$ cat src/rtl/sws_pkg.sv
// constants, types and register map of the slave state and watchdog block
// assumes a 10 MHz system clock and a 32-bit apb register bus
package sws_pkg;

  // clock and time base
  localparam int CLK_PERIOD_NS = 100; // system clock period
  localparam int BASE_PERIOD_NS = 40; // watchdog base clock, 25 MHz
  localparam int ACC_UNIT_NS = 20; // common unit of both periods
  localparam int ACC_STEP = CLK_PERIOD_NS / ACC_UNIT_NS; // per clock
  localparam int ACC_PER_BASE = BASE_PERIOD_NS / ACC_UNIT_NS; // per base
  localparam logic [15:0] MULT_OFFSET = 16'h0002; // tick = mult + 2 bases

  // reset values
  localparam logic [15:0] MULT_RESET = 16'h09c2; // 2498 -> 100 us tick
  localparam int WD_TICK_US = 100; // tick with reset multiplier
  localparam int WD_TIMEOUT_MS = 100; // default timeout of both watchdogs
  localparam logic [15:0] WD_TIME_RESET =
    16'((WD_TIMEOUT_MS * 1000) / WD_TICK_US); // 1000 ticks
  localparam logic [1:0] CTRL_RESET = 2'h3; // both watchdogs enabled

  // register byte offsets
  localparam logic [7:0] OFS_CTRL = 8'h00;
  localparam logic [7:0] OFS_MULT = 8'h04;
  localparam logic [7:0] OFS_SM_TIME = 8'h08;
  localparam logic [7:0] OFS_PDI_TIME = 8'h0c;
  localparam logic [7:0] OFS_STATE = 8'h10;
  localparam logic [7:0] OFS_STATUS = 8'h14;
  localparam logic [7:0] OFS_OUT_DATA = 8'h18;
  localparam logic [7:0] OFS_IN_DATA = 8'h1c;
  localparam logic [7:0] OFS_DC_LO = 8'h20;
  localparam logic [7:0] OFS_DC_HI = 8'h24;
  localparam logic [7:0] OFS_CFG_OK = 8'h28;
  localparam logic [7:0] OFS_MBX = 8'h2c;

  // field positions
  localparam int CTRL_SM_EN = 0;
  localparam int CTRL_PDI_EN = 1;
  localparam int CFG_MBX_OK = 0; // mailbox channels set up
  localparam int CFG_PD_OK = 1; // process data channels set up
  localparam int CFG_DC_OK = 2; // distributed clock settings valid
  localparam int STAT_SM_EXP = 0;
  localparam int STAT_PDI_EXP = 1;
  localparam int STAT_TR_ERR = 2;
  localparam logic [3:0] MBX_TYPE_FILE = 4'h4; // file access type

  // state codes as software writes and reads them
  localparam logic [3:0] CODE_INIT = 4'h1;
  localparam logic [3:0] CODE_PREOP = 4'h2;
  localparam logic [3:0] CODE_BOOT = 4'h3;
  localparam logic [3:0] CODE_SAFEOP = 4'h4;
  localparam logic [3:0] CODE_OP = 4'h8;

  // slave states, one-hot
  typedef enum logic [4:0] {
    ST_INIT = 5'b00001,
    ST_PREOP = 5'b00010,
    ST_SAFEOP = 5'b00100,
    ST_OP = 5'b01000,
    ST_BOOT = 5'b10000
  } sws_state_type;

  // configuration of one watchdog
  typedef struct packed {
    logic en; // monitoring switched on
    logic [15:0] time_ticks; // timeout in watchdog ticks
  } sws_wd_cfg_type;

endpackage

$ cat src/rtl/sws_wdog.sv
// one watchdog timer counting shared ticks up to its own timeout
// assumes tick_i and kick_i are single-cycle pulses on clk_i
`timescale 1ns/1ps
module sws_wdog
  import sws_pkg::*;
(
  input wire logic clk_i, // system clock
  input wire logic rst_n_i, // synchronised reset, active low
  input wire logic tick_i, // shared watchdog tick
  input wire logic kick_i, // successful access, restarts count
  input wire sws_wd_cfg_type cfg_i, // enable and timeout
  output logic expired_o // watchdog has run out
);

  logic [15:0] count_q; // ticks since last restart
  logic active; // monitoring really on

  // a zero timeout switches the watchdog off entirely
  assign active = cfg_i.en && (cfg_i.time_ticks != 16'h0000);

  // tick counter, restarted by a successful access
  always_ff @(posedge clk_i or negedge rst_n_i) begin
    if (!rst_n_i) begin
      count_q <= 16'h0000;
    end else if (!active || kick_i) begin
      count_q <= 16'h0000;
    end else if (tick_i && count_q != 16'hffff) begin
      count_q <= count_q + 16'h0001;
    end
  end

  // expiry set once when the count reaches the timeout; it beats a kick
  // in that cycle, but a later kick always clears the flag
  always_ff @(posedge clk_i or negedge rst_n_i) begin
    if (!rst_n_i) begin
      expired_o <= 1'b0;
    end else if (!active) begin
      expired_o <= 1'b0;
    end else if (!expired_o && tick_i &&
                 count_q + 16'h0001 >= cfg_i.time_ticks) begin
      expired_o <= 1'b1;
    end else if (kick_i) begin
      expired_o <= 1'b0;
    end
  end

endmodule

$ cat src/rtl/sws_top.sv
// slave state machine, two watchdogs and distributed clock behind apb
// assumes din_i are asynchronous pins and pdi_access_i is on clk_i
//
// Summary of operation
// - process data access restarts sync-manager watchdog
// - its expiry clears outputs, state kept
// - local interface silence triggers second watchdog
// - both watchdogs default to 100 ms
// - tick is (multiplier+2) 40 ns periods, shared
// - multiplier resets to 2498, 100 us
// - each watchdog has own tick count
// - sync-manager count resets to 1000
// - counts 0..65535, multiplier 1..65535 accepted
// - zero count disables the watchdog entirely
// - start in Init, no mailbox or data
// - Init to Pre-Op checks mailbox setup
// - Pre-Op allows mailbox, not process data
// - Pre-Op to Safe-Op checks setup, copies inputs
// - Safe-Op exchanges data, outputs held safe
// - watchdog off lets outputs switch in Safe-Op
// - Op drives master data onto outputs
// - Boot only from Init, file mailbox only
// - 64-bit nanosecond clock, optionally 32 bits
`timescale 1ns/1ps
module sws_top
  import sws_pkg::*;
#(
  parameter int DATA_W = 8, // number of digital channels
  parameter int DC_W = 64 // distributed clock width, 64 or 32
) (
  input wire logic clk_i, // system clock, 10 MHz
  input wire logic reset_n_i, // asynchronous reset, active low
  input wire logic psel_i, // apb select
  input wire logic penable_i, // apb access phase
  input wire logic pwrite_i, // apb direction, high for write
  input wire logic [7:0] paddr_i, // apb byte address
  input wire logic [31:0] pwdata_i, // apb write data
  output logic [31:0] prdata_o, // apb read data
  output logic pready_o, // apb ready
  output logic pslverr_o, // apb error, refused access
  input wire logic pdi_access_i, // local application access pulse
  input wire logic [DATA_W-1:0] din_i, // physical inputs, async
  output logic [DATA_W-1:0] dout_o, // physical outputs
  output logic [31:0] mbx_data_o, // accepted mailbox word
  output logic mbx_valid_o, // mailbox word pulse
  output logic [4:0] state_o, // current slave state, one-hot
  output logic sm_expired_o, // sync-manager watchdog expired
  output logic pdi_expired_o // local interface watchdog expired
);

  // map a written state code onto a state; unknown codes give zero
  function automatic logic [4:0] code_to_state(input logic [3:0] code);
    if (code == CODE_INIT) return ST_INIT;
    else if (code == CODE_PREOP) return ST_PREOP;
    else if (code == CODE_BOOT) return ST_BOOT;
    else if (code == CODE_SAFEOP) return ST_SAFEOP;
    else if (code == CODE_OP) return ST_OP;
    else return 5'b00000;
  endfunction

  // map a state onto its readable code
  function automatic logic [3:0] state_to_code(input sws_state_type s);
    case (s)
      ST_PREOP: return CODE_PREOP;
      ST_SAFEOP: return CODE_SAFEOP;
      ST_OP: return CODE_OP;
      ST_BOOT: return CODE_BOOT;
      default: return CODE_INIT;
    endcase
  endfunction

  logic [1:0] rst_sync_q; // reset release synchroniser
  logic rst_n; // synchronised reset used everywhere
  logic [DATA_W-1:0] din_meta_q; // first input synchroniser stage
  logic [DATA_W-1:0] din_sync_q; // second input synchroniser stage
  logic [1:0] ctrl_q; // watchdog enables
  logic [15:0] mult_q; // shared tick multiplier
  logic [15:0] sm_time_q; // sync-manager timeout in ticks
  logic [15:0] pdi_time_q; // local interface timeout in ticks
  logic [2:0] cfg_ok_q; // setup indications from the master
  logic tr_err_q; // last requested transition refused
  logic [DATA_W-1:0] out_data_q; // output image from the master
  logic [DATA_W-1:0] in_data_q; // input image for the master
  logic [63:0] dc_q; // distributed clock, ns
  logic [17:0] acc_q; // tick accumulator in 20 ns units
  logic tick_q; // shared watchdog tick pulse
  sws_state_type state_q; // slave state
  sws_wd_cfg_type sm_cfg; // sync-manager watchdog setup
  sws_wd_cfg_type pdi_cfg; // local interface watchdog setup
  logic sm_exp; // sync-manager watchdog output
  logic pdi_exp; // local interface watchdog output
  logic apb_acc; // access phase in its last cycle
  logic wr; // write takes effect this edge
  logic rd_setup; // read data prepared this edge
  logic pd_ok; // process data allowed in this state
  logic mbx_ok; // mailbox allowed for this word
  logic refuse; // access is refused
  logic sm_kick; // successful process data access
  logic sm_off; // sync-manager monitoring deactivated
  logic [17:0] acc_lim; // accumulator units per tick
  logic [4:0] req_st; // requested state from a write
  logic [63:0] dc_next; // clock after this cycle
  logic [31:0] rdata; // read mux result

  // reset is taken asynchronously and released through two flops
  always_ff @(posedge clk_i or negedge reset_n_i) begin
    if (!reset_n_i) begin
      rst_sync_q <= 2'b00;
    end else begin
      rst_sync_q <= {rst_sync_q[0], 1'b1};
    end
  end
  assign rst_n = rst_sync_q[1];

  // input pins pass two flops before use
  always_ff @(posedge clk_i or negedge rst_n) begin
    if (!rst_n) begin
      din_meta_q <= '0;
      din_sync_q <= '0;
    end else begin
      din_meta_q <= din_i;
      din_sync_q <= din_meta_q;
    end
  end

  // apb phases: one wait state, action on the edge with pready high
  assign apb_acc = psel_i && penable_i && pready_o;
  assign wr = apb_acc && pwrite_i;
  assign rd_setup = psel_i && penable_i && !pready_o;
  assign pd_ok = (state_q == ST_SAFEOP) || (state_q == ST_OP);
  assign req_st = code_to_state(pwdata_i[3:0]);

  // mailbox: refused in init, boot passes only file access
  always_comb begin
    if (state_q == ST_INIT) begin
      mbx_ok = 1'b0;
    end else if (state_q == ST_BOOT) begin
      mbx_ok = (pwdata_i[3:0] == MBX_TYPE_FILE);
    end else begin
      mbx_ok = 1'b1;
    end
  end

  // refused: process data outside safe-op and op, bad mailbox
  always_comb begin
    if (paddr_i == OFS_OUT_DATA || paddr_i == OFS_IN_DATA) begin
      refuse = !pd_ok;
    end else if (paddr_i == OFS_MBX) begin
      refuse = !pwrite_i || !mbx_ok;
    end else if (paddr_i[1:0] != 2'b00 || paddr_i > OFS_MBX) begin
      refuse = 1'b1; // unmapped address
    end else begin
      refuse = 1'b0;
    end
  end

  // only a successful process data access restarts the watchdog
  assign sm_kick = apb_acc && pd_ok &&
    ((pwrite_i && paddr_i == OFS_OUT_DATA) ||
     (!pwrite_i && paddr_i == OFS_IN_DATA));

  // apb handshake and error answer
  always_ff @(posedge clk_i or negedge rst_n) begin
    if (!rst_n) begin
      pready_o <= 1'b0;
      pslverr_o <= 1'b0;
    end else begin
      pready_o <= rd_setup;
      pslverr_o <= rd_setup && refuse;
    end
  end

  // read mux
  always_comb begin
    rdata = 32'h0000_0000;
    if (paddr_i == OFS_CTRL) begin
      rdata = {30'h0, ctrl_q};
    end else if (paddr_i == OFS_MULT) begin
      rdata = {16'h0000, mult_q};
    end else if (paddr_i == OFS_SM_TIME) begin
      rdata = {16'h0000, sm_time_q};
    end else if (paddr_i == OFS_PDI_TIME) begin
      rdata = {16'h0000, pdi_time_q};
    end else if (paddr_i == OFS_STATE) begin
      rdata = {28'h0, state_to_code(state_q)};
    end else if (paddr_i == OFS_STATUS) begin
      rdata = {29'h0, tr_err_q, pdi_exp, sm_exp};
    end else if (paddr_i == OFS_OUT_DATA) begin
      rdata[DATA_W-1:0] = out_data_q;
    end else if (paddr_i == OFS_IN_DATA) begin
      rdata[DATA_W-1:0] = in_data_q;
    end else if (paddr_i == OFS_DC_LO) begin
      rdata = dc_q[31:0];
    end else if (paddr_i == OFS_DC_HI) begin
      rdata = dc_q[63:32];
    end else if (paddr_i == OFS_CFG_OK) begin
      rdata = {29'h0, cfg_ok_q};
    end
  end

  // read data registered on the same edge that raises pready
  always_ff @(posedge clk_i or negedge rst_n) begin
    if (!rst_n) begin
      prdata_o <= 32'h0000_0000;
    end else if (rd_setup && !pwrite_i && !refuse) begin
      prdata_o <= rdata;
    end else if (rd_setup) begin
      prdata_o <= 32'h0000_0000;
    end
  end

  // watchdog setup registers; a zero multiplier write is ignored
  always_ff @(posedge clk_i or negedge rst_n) begin
    if (!rst_n) begin
      ctrl_q <= CTRL_RESET;
      mult_q <= MULT_RESET;
      sm_time_q <= WD_TIME_RESET;
      pdi_time_q <= WD_TIME_RESET;
      cfg_ok_q <= 3'h0;
    end else if (wr) begin
      if (paddr_i == OFS_CTRL) begin
        ctrl_q <= pwdata_i[1:0];
      end else if (paddr_i == OFS_MULT && pwdata_i[15:0] != 16'h0000) begin
        mult_q <= pwdata_i[15:0];
      end else if (paddr_i == OFS_SM_TIME) begin
        sm_time_q <= pwdata_i[15:0];
      end else if (paddr_i == OFS_PDI_TIME) begin
        pdi_time_q <= pwdata_i[15:0];
      end else if (paddr_i == OFS_CFG_OK) begin
        cfg_ok_q <= pwdata_i[2:0];
      end
    end
  end

  // shared tick: 100 ns per clock against (mult + 2) * 40 ns
  assign acc_lim = 18'(ACC_PER_BASE) * ({2'b00, mult_q} + 18'(MULT_OFFSET));
  always_ff @(posedge clk_i or negedge rst_n) begin
    if (!rst_n) begin
      acc_q <= 18'h00000;
      tick_q <= 1'b0;
    end else if (acc_q + 18'(ACC_STEP) >= acc_lim) begin
      acc_q <= acc_q + 18'(ACC_STEP) - acc_lim;
      tick_q <= 1'b1;
    end else begin
      acc_q <= acc_q + 18'(ACC_STEP);
      tick_q <= 1'b0;
    end
  end

  // the two watchdogs share the tick, each has its own count
  assign sm_cfg = '{en: ctrl_q[CTRL_SM_EN], time_ticks: sm_time_q};
  assign pdi_cfg = '{en: ctrl_q[CTRL_PDI_EN], time_ticks: pdi_time_q};
  assign sm_off = !sm_cfg.en || (sm_time_q == 16'h0000);

  sws_wdog u_sm_wdog (
    .clk_i(clk_i),
    .rst_n_i(rst_n),
    .tick_i(tick_q),
    .kick_i(sm_kick),
    .cfg_i(sm_cfg),
    .expired_o(sm_exp)
  );

  // local side watchdog restarted by any application access
  sws_wdog u_pdi_wdog (
    .clk_i(clk_i),
    .rst_n_i(rst_n),
    .tick_i(tick_q),
    .kick_i(pdi_access_i),
    .cfg_i(pdi_cfg),
    .expired_o(pdi_exp)
  );

  // slave state machine; expiry never changes the state
  always_ff @(posedge clk_i or negedge rst_n) begin
    if (!rst_n) begin
      state_q <= ST_INIT;
      tr_err_q <= 1'b0;
    end else if (wr && paddr_i == OFS_STATE) begin
      tr_err_q <= 1'b1;
      case (state_q)
        ST_INIT: begin
          if (req_st == ST_INIT) begin
            tr_err_q <= 1'b0;
          end else if (req_st == ST_PREOP && cfg_ok_q[CFG_MBX_OK]) begin
            state_q <= ST_PREOP;
            tr_err_q <= 1'b0;
          end else if (req_st == ST_BOOT) begin
            state_q <= ST_BOOT;
            tr_err_q <= 1'b0;
          end
        end
        ST_PREOP: begin
          if (req_st == ST_INIT || req_st == ST_PREOP) begin
            state_q <= sws_state_type'(req_st);
            tr_err_q <= 1'b0;
          end else if (req_st == ST_SAFEOP && cfg_ok_q[CFG_PD_OK] &&
                       cfg_ok_q[CFG_DC_OK]) begin
            state_q <= ST_SAFEOP;
            tr_err_q <= 1'b0;
          end
        end
        ST_SAFEOP, ST_OP: begin
          if (req_st != 5'b00000 && req_st != ST_BOOT) begin
            state_q <= sws_state_type'(req_st);
            tr_err_q <= 1'b0;
          end
        end
        ST_BOOT: begin
          if (req_st == ST_INIT || req_st == ST_BOOT) begin
            state_q <= sws_state_type'(req_st);
            tr_err_q <= 1'b0;
          end
        end
        default: begin
          state_q <= ST_INIT;
        end
      endcase
    end
  end

  // output image written by the master while process data runs
  always_ff @(posedge clk_i or negedge rst_n) begin
    if (!rst_n) begin
      out_data_q <= '0;
    end else if (wr && paddr_i == OFS_OUT_DATA && pd_ok) begin
      out_data_q <= pwdata_i[DATA_W-1:0];
    end
  end

  // inputs copied on safe-op entry and cyclically in safe-op and op
  always_ff @(posedge clk_i or negedge rst_n) begin
    if (!rst_n) begin
      in_data_q <= '0;
    end else if (pd_ok) begin
      in_data_q <= din_sync_q;
    end else if (wr && paddr_i == OFS_STATE && req_st == ST_SAFEOP) begin
      in_data_q <= din_sync_q;
    end
  end

  // physical outputs: safe unless op, or safe-op with watchdog off
  always_ff @(posedge clk_i or negedge rst_n) begin
    if (!rst_n) begin
      dout_o <= '0;
    end else if (sm_exp) begin
      dout_o <= '0;
    end else if (state_q == ST_OP) begin
      dout_o <= out_data_q;
    end else if (state_q == ST_SAFEOP && sm_off) begin
      dout_o <= out_data_q;
    end else begin
      dout_o <= '0;
    end
  end

  // mailbox word hand-off to the local side
  always_ff @(posedge clk_i or negedge rst_n) begin
    if (!rst_n) begin
      mbx_data_o <= 32'h0000_0000;
      mbx_valid_o <= 1'b0;
    end else begin
      mbx_valid_o <= wr && paddr_i == OFS_MBX && mbx_ok;
      if (wr && paddr_i == OFS_MBX && mbx_ok) begin
        mbx_data_o <= pwdata_i;
      end
    end
  end

  // distributed clock in ns; the master may set it to synchronise
  always_comb begin
    dc_next = dc_q + 64'(CLK_PERIOD_NS);
    if (wr && paddr_i == OFS_DC_LO) begin
      dc_next[31:0] = pwdata_i;
    end
    if (wr && paddr_i == OFS_DC_HI) begin
      dc_next[63:32] = pwdata_i;
    end
    if (DC_W == 32) begin
      dc_next[63:32] = 32'h0000_0000;
    end
  end
  always_ff @(posedge clk_i or negedge rst_n) begin
    if (!rst_n) begin
      dc_q <= 64'h0000_0000_0000_0000;
    end else begin
      dc_q <= dc_next;
    end
  end

  // status outputs straight from flops
  always_ff @(posedge clk_i or negedge rst_n) begin
    if (!rst_n) begin
      state_o <= ST_INIT;
      sm_expired_o <= 1'b0;
      pdi_expired_o <= 1'b0;
    end else begin
      state_o <= state_q;
      sm_expired_o <= sm_exp;
      pdi_expired_o <= pdi_exp;
    end
  end

endmodule

$ cat config.mk
export PLATFORM = sky130hd
export DESIGN_NAME = sws_top
export DESIGN_NICKNAME = d
export VERILOG_FILES = /design/src/rtl/sws_pkg.sv /design/src/rtl/sws_wdog.sv /design/src/rtl/sws_top.sv
export SDC_FILE = /design/constraint.sdc
export NUM_CORES = 1
export LEC_CHECK = 0
export BUFFER_PORTS_ARGS = -buffer_cell sky130_fd_sc_hd__buf_2
export CAP_MARGIN = 20
export CORE_MARGIN = 2
export CORE_UTILIZATION = 60
export DETAILED_ROUTE_END_ITERATION = 10
export PLACE_DENSITY = 0.77
export RECOVER_POWER = 100
export SLEW_MARGIN = 0
export SYNTH_ARGS = -nofsm -noshare
export SYNTH_HDL_FRONTEND = slang
export SYNTH_SLANG_ARGS = --single-unit
$ cat constraint.sdc
create_clock -name clk_i -period 10.4 [get_ports clk_i]
set_clock_uncertainty 0.2 [all_clocks]
set_input_delay 1.56 -clock clk_i [delete_from_list [all_inputs] [get_ports clk_i]]
set_output_delay 1.56 -clock clk_i [all_outputs]
set_load 0.03 [all_outputs]
**Yosys cells after proc, flatten, opt, wreduce, memory -nomap -nowiden**

Cells that the tools add are included.

- $add $sub $neg: 6
- Order comparisons: 4
- Eq/ne operators: 35
- Mux-type cells: 61
- Bitwise logic cells: 4
- Reductions and logical operators: 71

Operators by type and width:

| cell | number |
|---|---|
| $mux 32 | 12 |
| $add 64x7->64 const B | 1 |
| $mux 16 | 4 |
| $mux 8 | 7 |
| $mux 5 | 10 |
| $mux 24 | 2 |
| $reduce_bool 16->1 | 3 |
| $logic_and 1x1->1 | 33 |
| $add 16x1->16 const B | 2 |
| $eq 8x5->1 const B | 4 |
| $eq 8x6->1 const B | 4 |
| $ge 16x16->1 | 2 |
| $ne 16x16->1 const B | 2 |
| $pmux 5 s4 | 1 |
| $mux 1 | 19 |
| $add 18x3->18 const B | 1 |
| $ge 18x18->1 | 1 |
| $mux 18 | 1 |
| $sub 18x18->18 | 1 |
| $add 16x2->17 const B | 1 |
| $eq 8x4->1 const B | 2 |
| $logic_not 16->1 | 1 |
| $pmux 4 s4 | 1 |
| $reduce_and 6->1 | 2 |
| 31 further kinds | 64 |

- Flip-flop bits (word level): 292
- Input port bits: 54
- Output and inout bits: 82
- Word-level logic and storage cells: 209

**Longest topological paths before layout**

- Word-level depth: 13
- Gate-level depth with buffers: 16

**Hierarchy**

Synthesis repeated with hierarchy kept, for this count alone.

- Cells, all modules: 1679
- Area, all modules: 16519.6 um^2

Modules (own cells, without submodules):

| module | instances | cells each | area an instance (um^2) | seq. area each (um^2) |
|---|---|---|---|---|
| sws_top | 1 | 1339 | 13481.7 | 6482.5 |
| sws_wdog | 2 | 170 | 1519.0 | 425.4 |

**Worst setup path after synthesis**

OpenSTA, ideal clock, no wires.

- Kind: in2reg
- From: in paddr_i[5]
- To: reg state_q[1]
- Arrival: 3.375 ns
- Slack: 6.700 ns
- Stages on the path: 7
- Cell sequence: or4b_1 nor2_1 and3_1 o21ai_0 a21oi_1 and2_1 mux2_2

- Word-level cells in the longest chain between the ends: 3

Ends and longest elaborated chain:

| what | RTL line | source |
|---|---|---|
| start: declaration | sws_top.sv:36 | `input wire logic [7:0] paddr_i,` |
| $eq 8x5->1 | sws_top.sv:279 | `end else if (wr && paddr_i == OFS_STATE) begin` |
| $logic_and 1x1->1 | sws_top.sv:279 |  |
| $reduce_and 6->1 (no source line) | n/a |  |
| end signal: assignment | sws_top.sv:295 | `state_q <= sws_state_type'(req_st);` |
| end signal: assignment | sws_top.sv:305 | `state_q <= sws_state_type'(req_st);` |
| end signal: assignment | sws_top.sv:311 | `state_q <= sws_state_type'(req_st);` |
| end: declaration | sws_top.sv:87 | `sws_state_type state_q;` |

No other way between the ends.
A chain may end at the register's enable or synchronous reset.

**Worst setup path after layout**

- From: in paddr_i[2]
- To: reg prdata_o[18]

- Word-level cells in the longest chain between the ends: 12
- Elaborated cells between the ends (all ways): 31

Ends and longest elaborated chain:

| what | RTL line | source |
|---|---|---|
| $eq 8x6->1 | sws_top.sv:194 | `end else if (paddr_i == OFS_DC_HI) begin` |
| $mux 32 | sws_top.sv:194 |  |
| $mux 32 | sws_top.sv:192 | `end else if (paddr_i == OFS_DC_LO) begin` |
| $mux 24 | sws_top.sv:190 | `end else if (paddr_i == OFS_IN_DATA) begin` |
| $mux 24 | sws_top.sv:188 | `end else if (paddr_i == OFS_OUT_DATA) begin` |
| $mux 32 | sws_top.sv:186 | `end else if (paddr_i == OFS_STATUS) begin` |
| $mux 32 | sws_top.sv:184 | `end else if (paddr_i == OFS_STATE) begin` |
| $mux 32 | sws_top.sv:182 | `end else if (paddr_i == OFS_PDI_TIME) begin` |
| $mux 32 | sws_top.sv:180 | `end else if (paddr_i == OFS_SM_TIME) begin` |
| $mux 32 | sws_top.sv:178 | `end else if (paddr_i == OFS_MULT) begin` |
| $mux 32 | sws_top.sv:176 | `if (paddr_i == OFS_CTRL) begin` |
| $mux 32 | sws_top.sv:205 | `end else if (rd_setup && !pwrite_i && !refuse) begin` |
| end signal: assignment | sws_top.sv:206 | `prdata_o <= rdata;` |
| end: declaration | sws_top.sv:38 | `output logic [31:0] prdata_o,` |

Parallel ways exist; a longest one is shown, timed or not.

==> flow_summary_export.csv <==
group,metric,value,unit
run,maxCapViolCount,7,
place,post-place-ws,5.57,ns
cells_and_area,seq_area,7330,sq um
route,drc_errors,0,
logic_synthesis,syn-num-nets,1762,
cells_and_area,drive_above_1_share,11.8,%
grt,gr-total-overflow,0,
timing,hold-worst-slack,0.148,ns
power_and_ir_drop,powerDensity,179,nW/um^2
clock_tree,clockBufferDepth,3,
cells_and_area,nNetsFinal,1882,
clock_tree,cts.repair.resized,0,
place,placedCellCount,2073,
timing,worstMarginPinSlew,2.92,ns
floorplanning,ios,136,
power_and_ir_drop,p_int,2.19,mW
logic_synthesis,yosysWarnings,0,
place,io_buffer_count,135,
logic_synthesis,synth-seq-area-share,46.4,%
logic_synthesis,syn_area_per_cell,9.55,sq um
grt,antenna_found_initial,0,
clock_tree,cts_root_buffer,"clkbuf_16",
timing,slew_headroom,-94.7,%
power_and_ir_drop,max-vdd-ir-drop,0.184,mV
logic_synthesis,synthArstFlopShare,100,%
clock_tree,cts_setup_buffers,0,
worst_setup_path,worstSetupStartpointType,"primary input",
power_and_ir_drop,p_sw_share,30.8,%
route,wl_per_cell,20.5,um
floorplanning,initial_core_util,60.8,%
grt,grt_pass1_wl,70600,um
cells_and_area,fin_cells,2130,
route,wl,43800,um
logic_synthesis,synthTopCellsByArea,"dfrtp_1 43%, nand2_1 6.1%, xor2_1 6.0%",
floorplanning,rows,59,
logic_synthesis,synth_edf_count,0,
worst_setup_path,critPathKind,"primary input to register",
logic_synthesis,yosys.area.top_type,"dfrtp_1",
logic_synthesis,synth_ff_type,"dfrtp_1",
timing,finalCritPeriodShare,65.2,%
clock_tree,htreeDepth,1,
grt,track_usage,31.8,%
timing,setup_viol,0,
floorplanning,chipWidth,166,um
power_and_ir_drop,total_power,3.16,mW
clock_tree,clk_pin_slew,0.06,ns
clock_tree,clock_latency,0.56,ns
route,vias_per_cell,6.12,
worst_hold_path,hold_path_class,"register to register",
place,placed_cell_area,16800,sq um
floorplanning,design.core.area,26000,sq um
clock_tree,numCtsBuffers,31,
cells_and_area,final_area,17600,sq um
logic_synthesis,syn_inst,1653,
floorplanning,die_h,166,um
logic_synthesis,synth-seq-cells,292,
route,drtIter0Drc,1251,
cells_and_area,multiInputGateArea,7960,sq um
logic_synthesis,synth_top_area_share,42.9,%
logic_synthesis,synth_area,15800,sq um
route,ant_nets,0,
power_and_ir_drop,p_leak,7.86,nW
cells_and_area,fill_cells,2117,
cells_and_area,post-route-util,67.8,%
cells_and_area,layout_commonest_cell,"dfrtp_1",
place,dp.final_hpwl,31400,um
run_status,violations,"capacitance limit, slew limit",
clock_tree,clock_sinks,292,
run_status,status,"finished, violations left",
power_and_ir_drop,power.switching,0.974,mW
clock_tree,cts_hold_buf,0,
worst_setup_path,required,10.65,ns
power_and_ir_drop,power_frac_seq,40.7,%
route,drt_first_pass_iters,6,
logic_synthesis,ys_types,72,
timing,max_freq,147,MHz
power_and_ir_drop,pwr-share-clk,35.0,%
place,gp_congestion,0.984,
timing,rsz0062_at_grt,"false",
cells_and_area,n_antenna_cell,0,
timing,hold_violations,0,
grt,first_global_vias,13000,
floorplanning,die_area,27600,sq um
timing,min_period,6.78,ns
timing,setup_slack,3.62,ns
clock_tree,cts_tree,"built",
grt,grt_max_degree,84,
worst_setup_path,arrival,7.03,ns
cells_and_area,final_cell_mix,"271 x dfrtp_1, 255 x nand2_1, 124 x nor2_1, 109 x xor2_1, 105 x o21ai_0",
worst_setup_path,end_kind,"register",
cells_and_area,syn2layout_area_growth,11.6,%
route,vias,13000,
power_and_ir_drop,pwr-share-comb,24.3,%
worst_setup_path,crit_path_max_fanout,49,
timing,fin_setup_tns,0,ns
timing,drv_slew,303,
==> flip-flops by register name, summed over array words and instances, names as in the netlist, 2 cells and up <==
name / count
acc_q: 18
u_sm_wdog.count_q: 16
din_sync_q: 8
sm_time_q: 16
out_data_q: 8
ctrl_q: 2
cfg_ok_q: 3
in_data_q: 8
prdata_o: 32
mbx_data_o: 32
rst_sync_q: 2
dout_o: 8
mult_q: 16
state_o: 5
pdi_time_q: 16
dc_q: 64
din_meta_q: 8
state_q: 5
u_pdi_wdog.count_q: 16
==> worst paths after layout <==
check | startpoint | to | slack [ns] | depth (start not counted)
worst min register to register | rst_sync_q[0] | rst_sync_q[1] | 0.15 | 0
min in group asynchronous | rst_sync_q[1] | mbx_data_o[13] | 0.27 | 0
worst min-delay path | rst_sync_q[0] | rst_sync_q[1] | 0.15 | 0
worst max register to register | state_q[0] | mbx_data_o[19] | 5.53 | 8
worst max-delay path | paddr_i[2] | prdata_o[18] | 3.62 | 8
max in group asynchronous | rst_sync_q[1] | dc_q[3] | 5.89 | 2
==> area by class of cell <==
cell class	instances	area share [%]
multi-input cells	1239	45.2
flip-flops and latches	292	41.6
clock buffers	47	5.31
repair buffers	155	3.82
well taps	335	2.38
inverters	54	1.15
clock inverters	8	0.547
==> cells by family (layout without fill, tap and decap cells) <==
group | count (synthesis) | after routing | share of synthesized area [%]
flip-flops | 292 | 292 | 46.4
buffers and inverters | 122 | 264 | 3.00
AND/OR/NAND/NOR | 615 | 615 | 18.4
multiplexers | 88 | 88 | 6.18
AO/OA/AOI/OAI | 326 | 326 | 13.0
XOR/XNOR | 154 | 154 | 8.54
other | 1 | 1 | 0.0237
adder cells (fa/ha/maj) | 55 | 55 | 4.41
==> Yosys cell counts, drive strengths merged, types with 12 or more instances <==
| cell type | n |
|---|---|
| dfrtp | 271 |
| nand2 | 255 |
| nor2 | 124 |
| xor2 | 109 |
| o21ai | 108 |
| a21oi | 79 |
| mux2 | 76 |
| ha | 54 |
| inv | 53 |
| clkbuf | 50 |
| nand3 | 46 |
| xnor2 | 45 |
| and2 | 28 |
| nor3 | 27 |
| nand4 | 26 |
| and3 | 25 |
| a22oi | 23 |
| dfstp | 21 |
| nor4 | 21 |
| buf | 18 |
| nor2b | 17 |
| a22o | 15 |
| a21o | 14 |
| mux2i | 12 |
==> power groups by stage <==
stage | clock, mW | sequential, mW | combinational (mW)
after detailed placement | 0 | 1.31 | 0.758
after CTS | 1.12 | 1.29 | 0.765
after global routing | 1.17 | 1.29 | 0.859
final | 1.11 | 1.29 | 0.768
after global placement | 0 | 1.30 | 0.737
after floorplan | 0 | 1.29 | 0.578
==> metal layers <==
layer	global-route usage [%]	vias to the layer above	wire [um]	share of wire (%)
met2	50.9	509	20100	46
met4	12.9	0	2180	5.0
li1	-	6039	-	-
met5	0	-	0	0
met1	43.6	6348	18300	42
met3	5.27	147	3170	7.2
==> worst max-delay path: stages <==
cell	delay, ns
buf_2	0.07
clkbuf_1	1.60
nand2_1	0.22
a2111oi_0	0.68
o32ai_1	0.26
nor3_1	1.56
o21ai_2	0.70
o21ai_0	0.35
(Power assumes the default switching activity.)
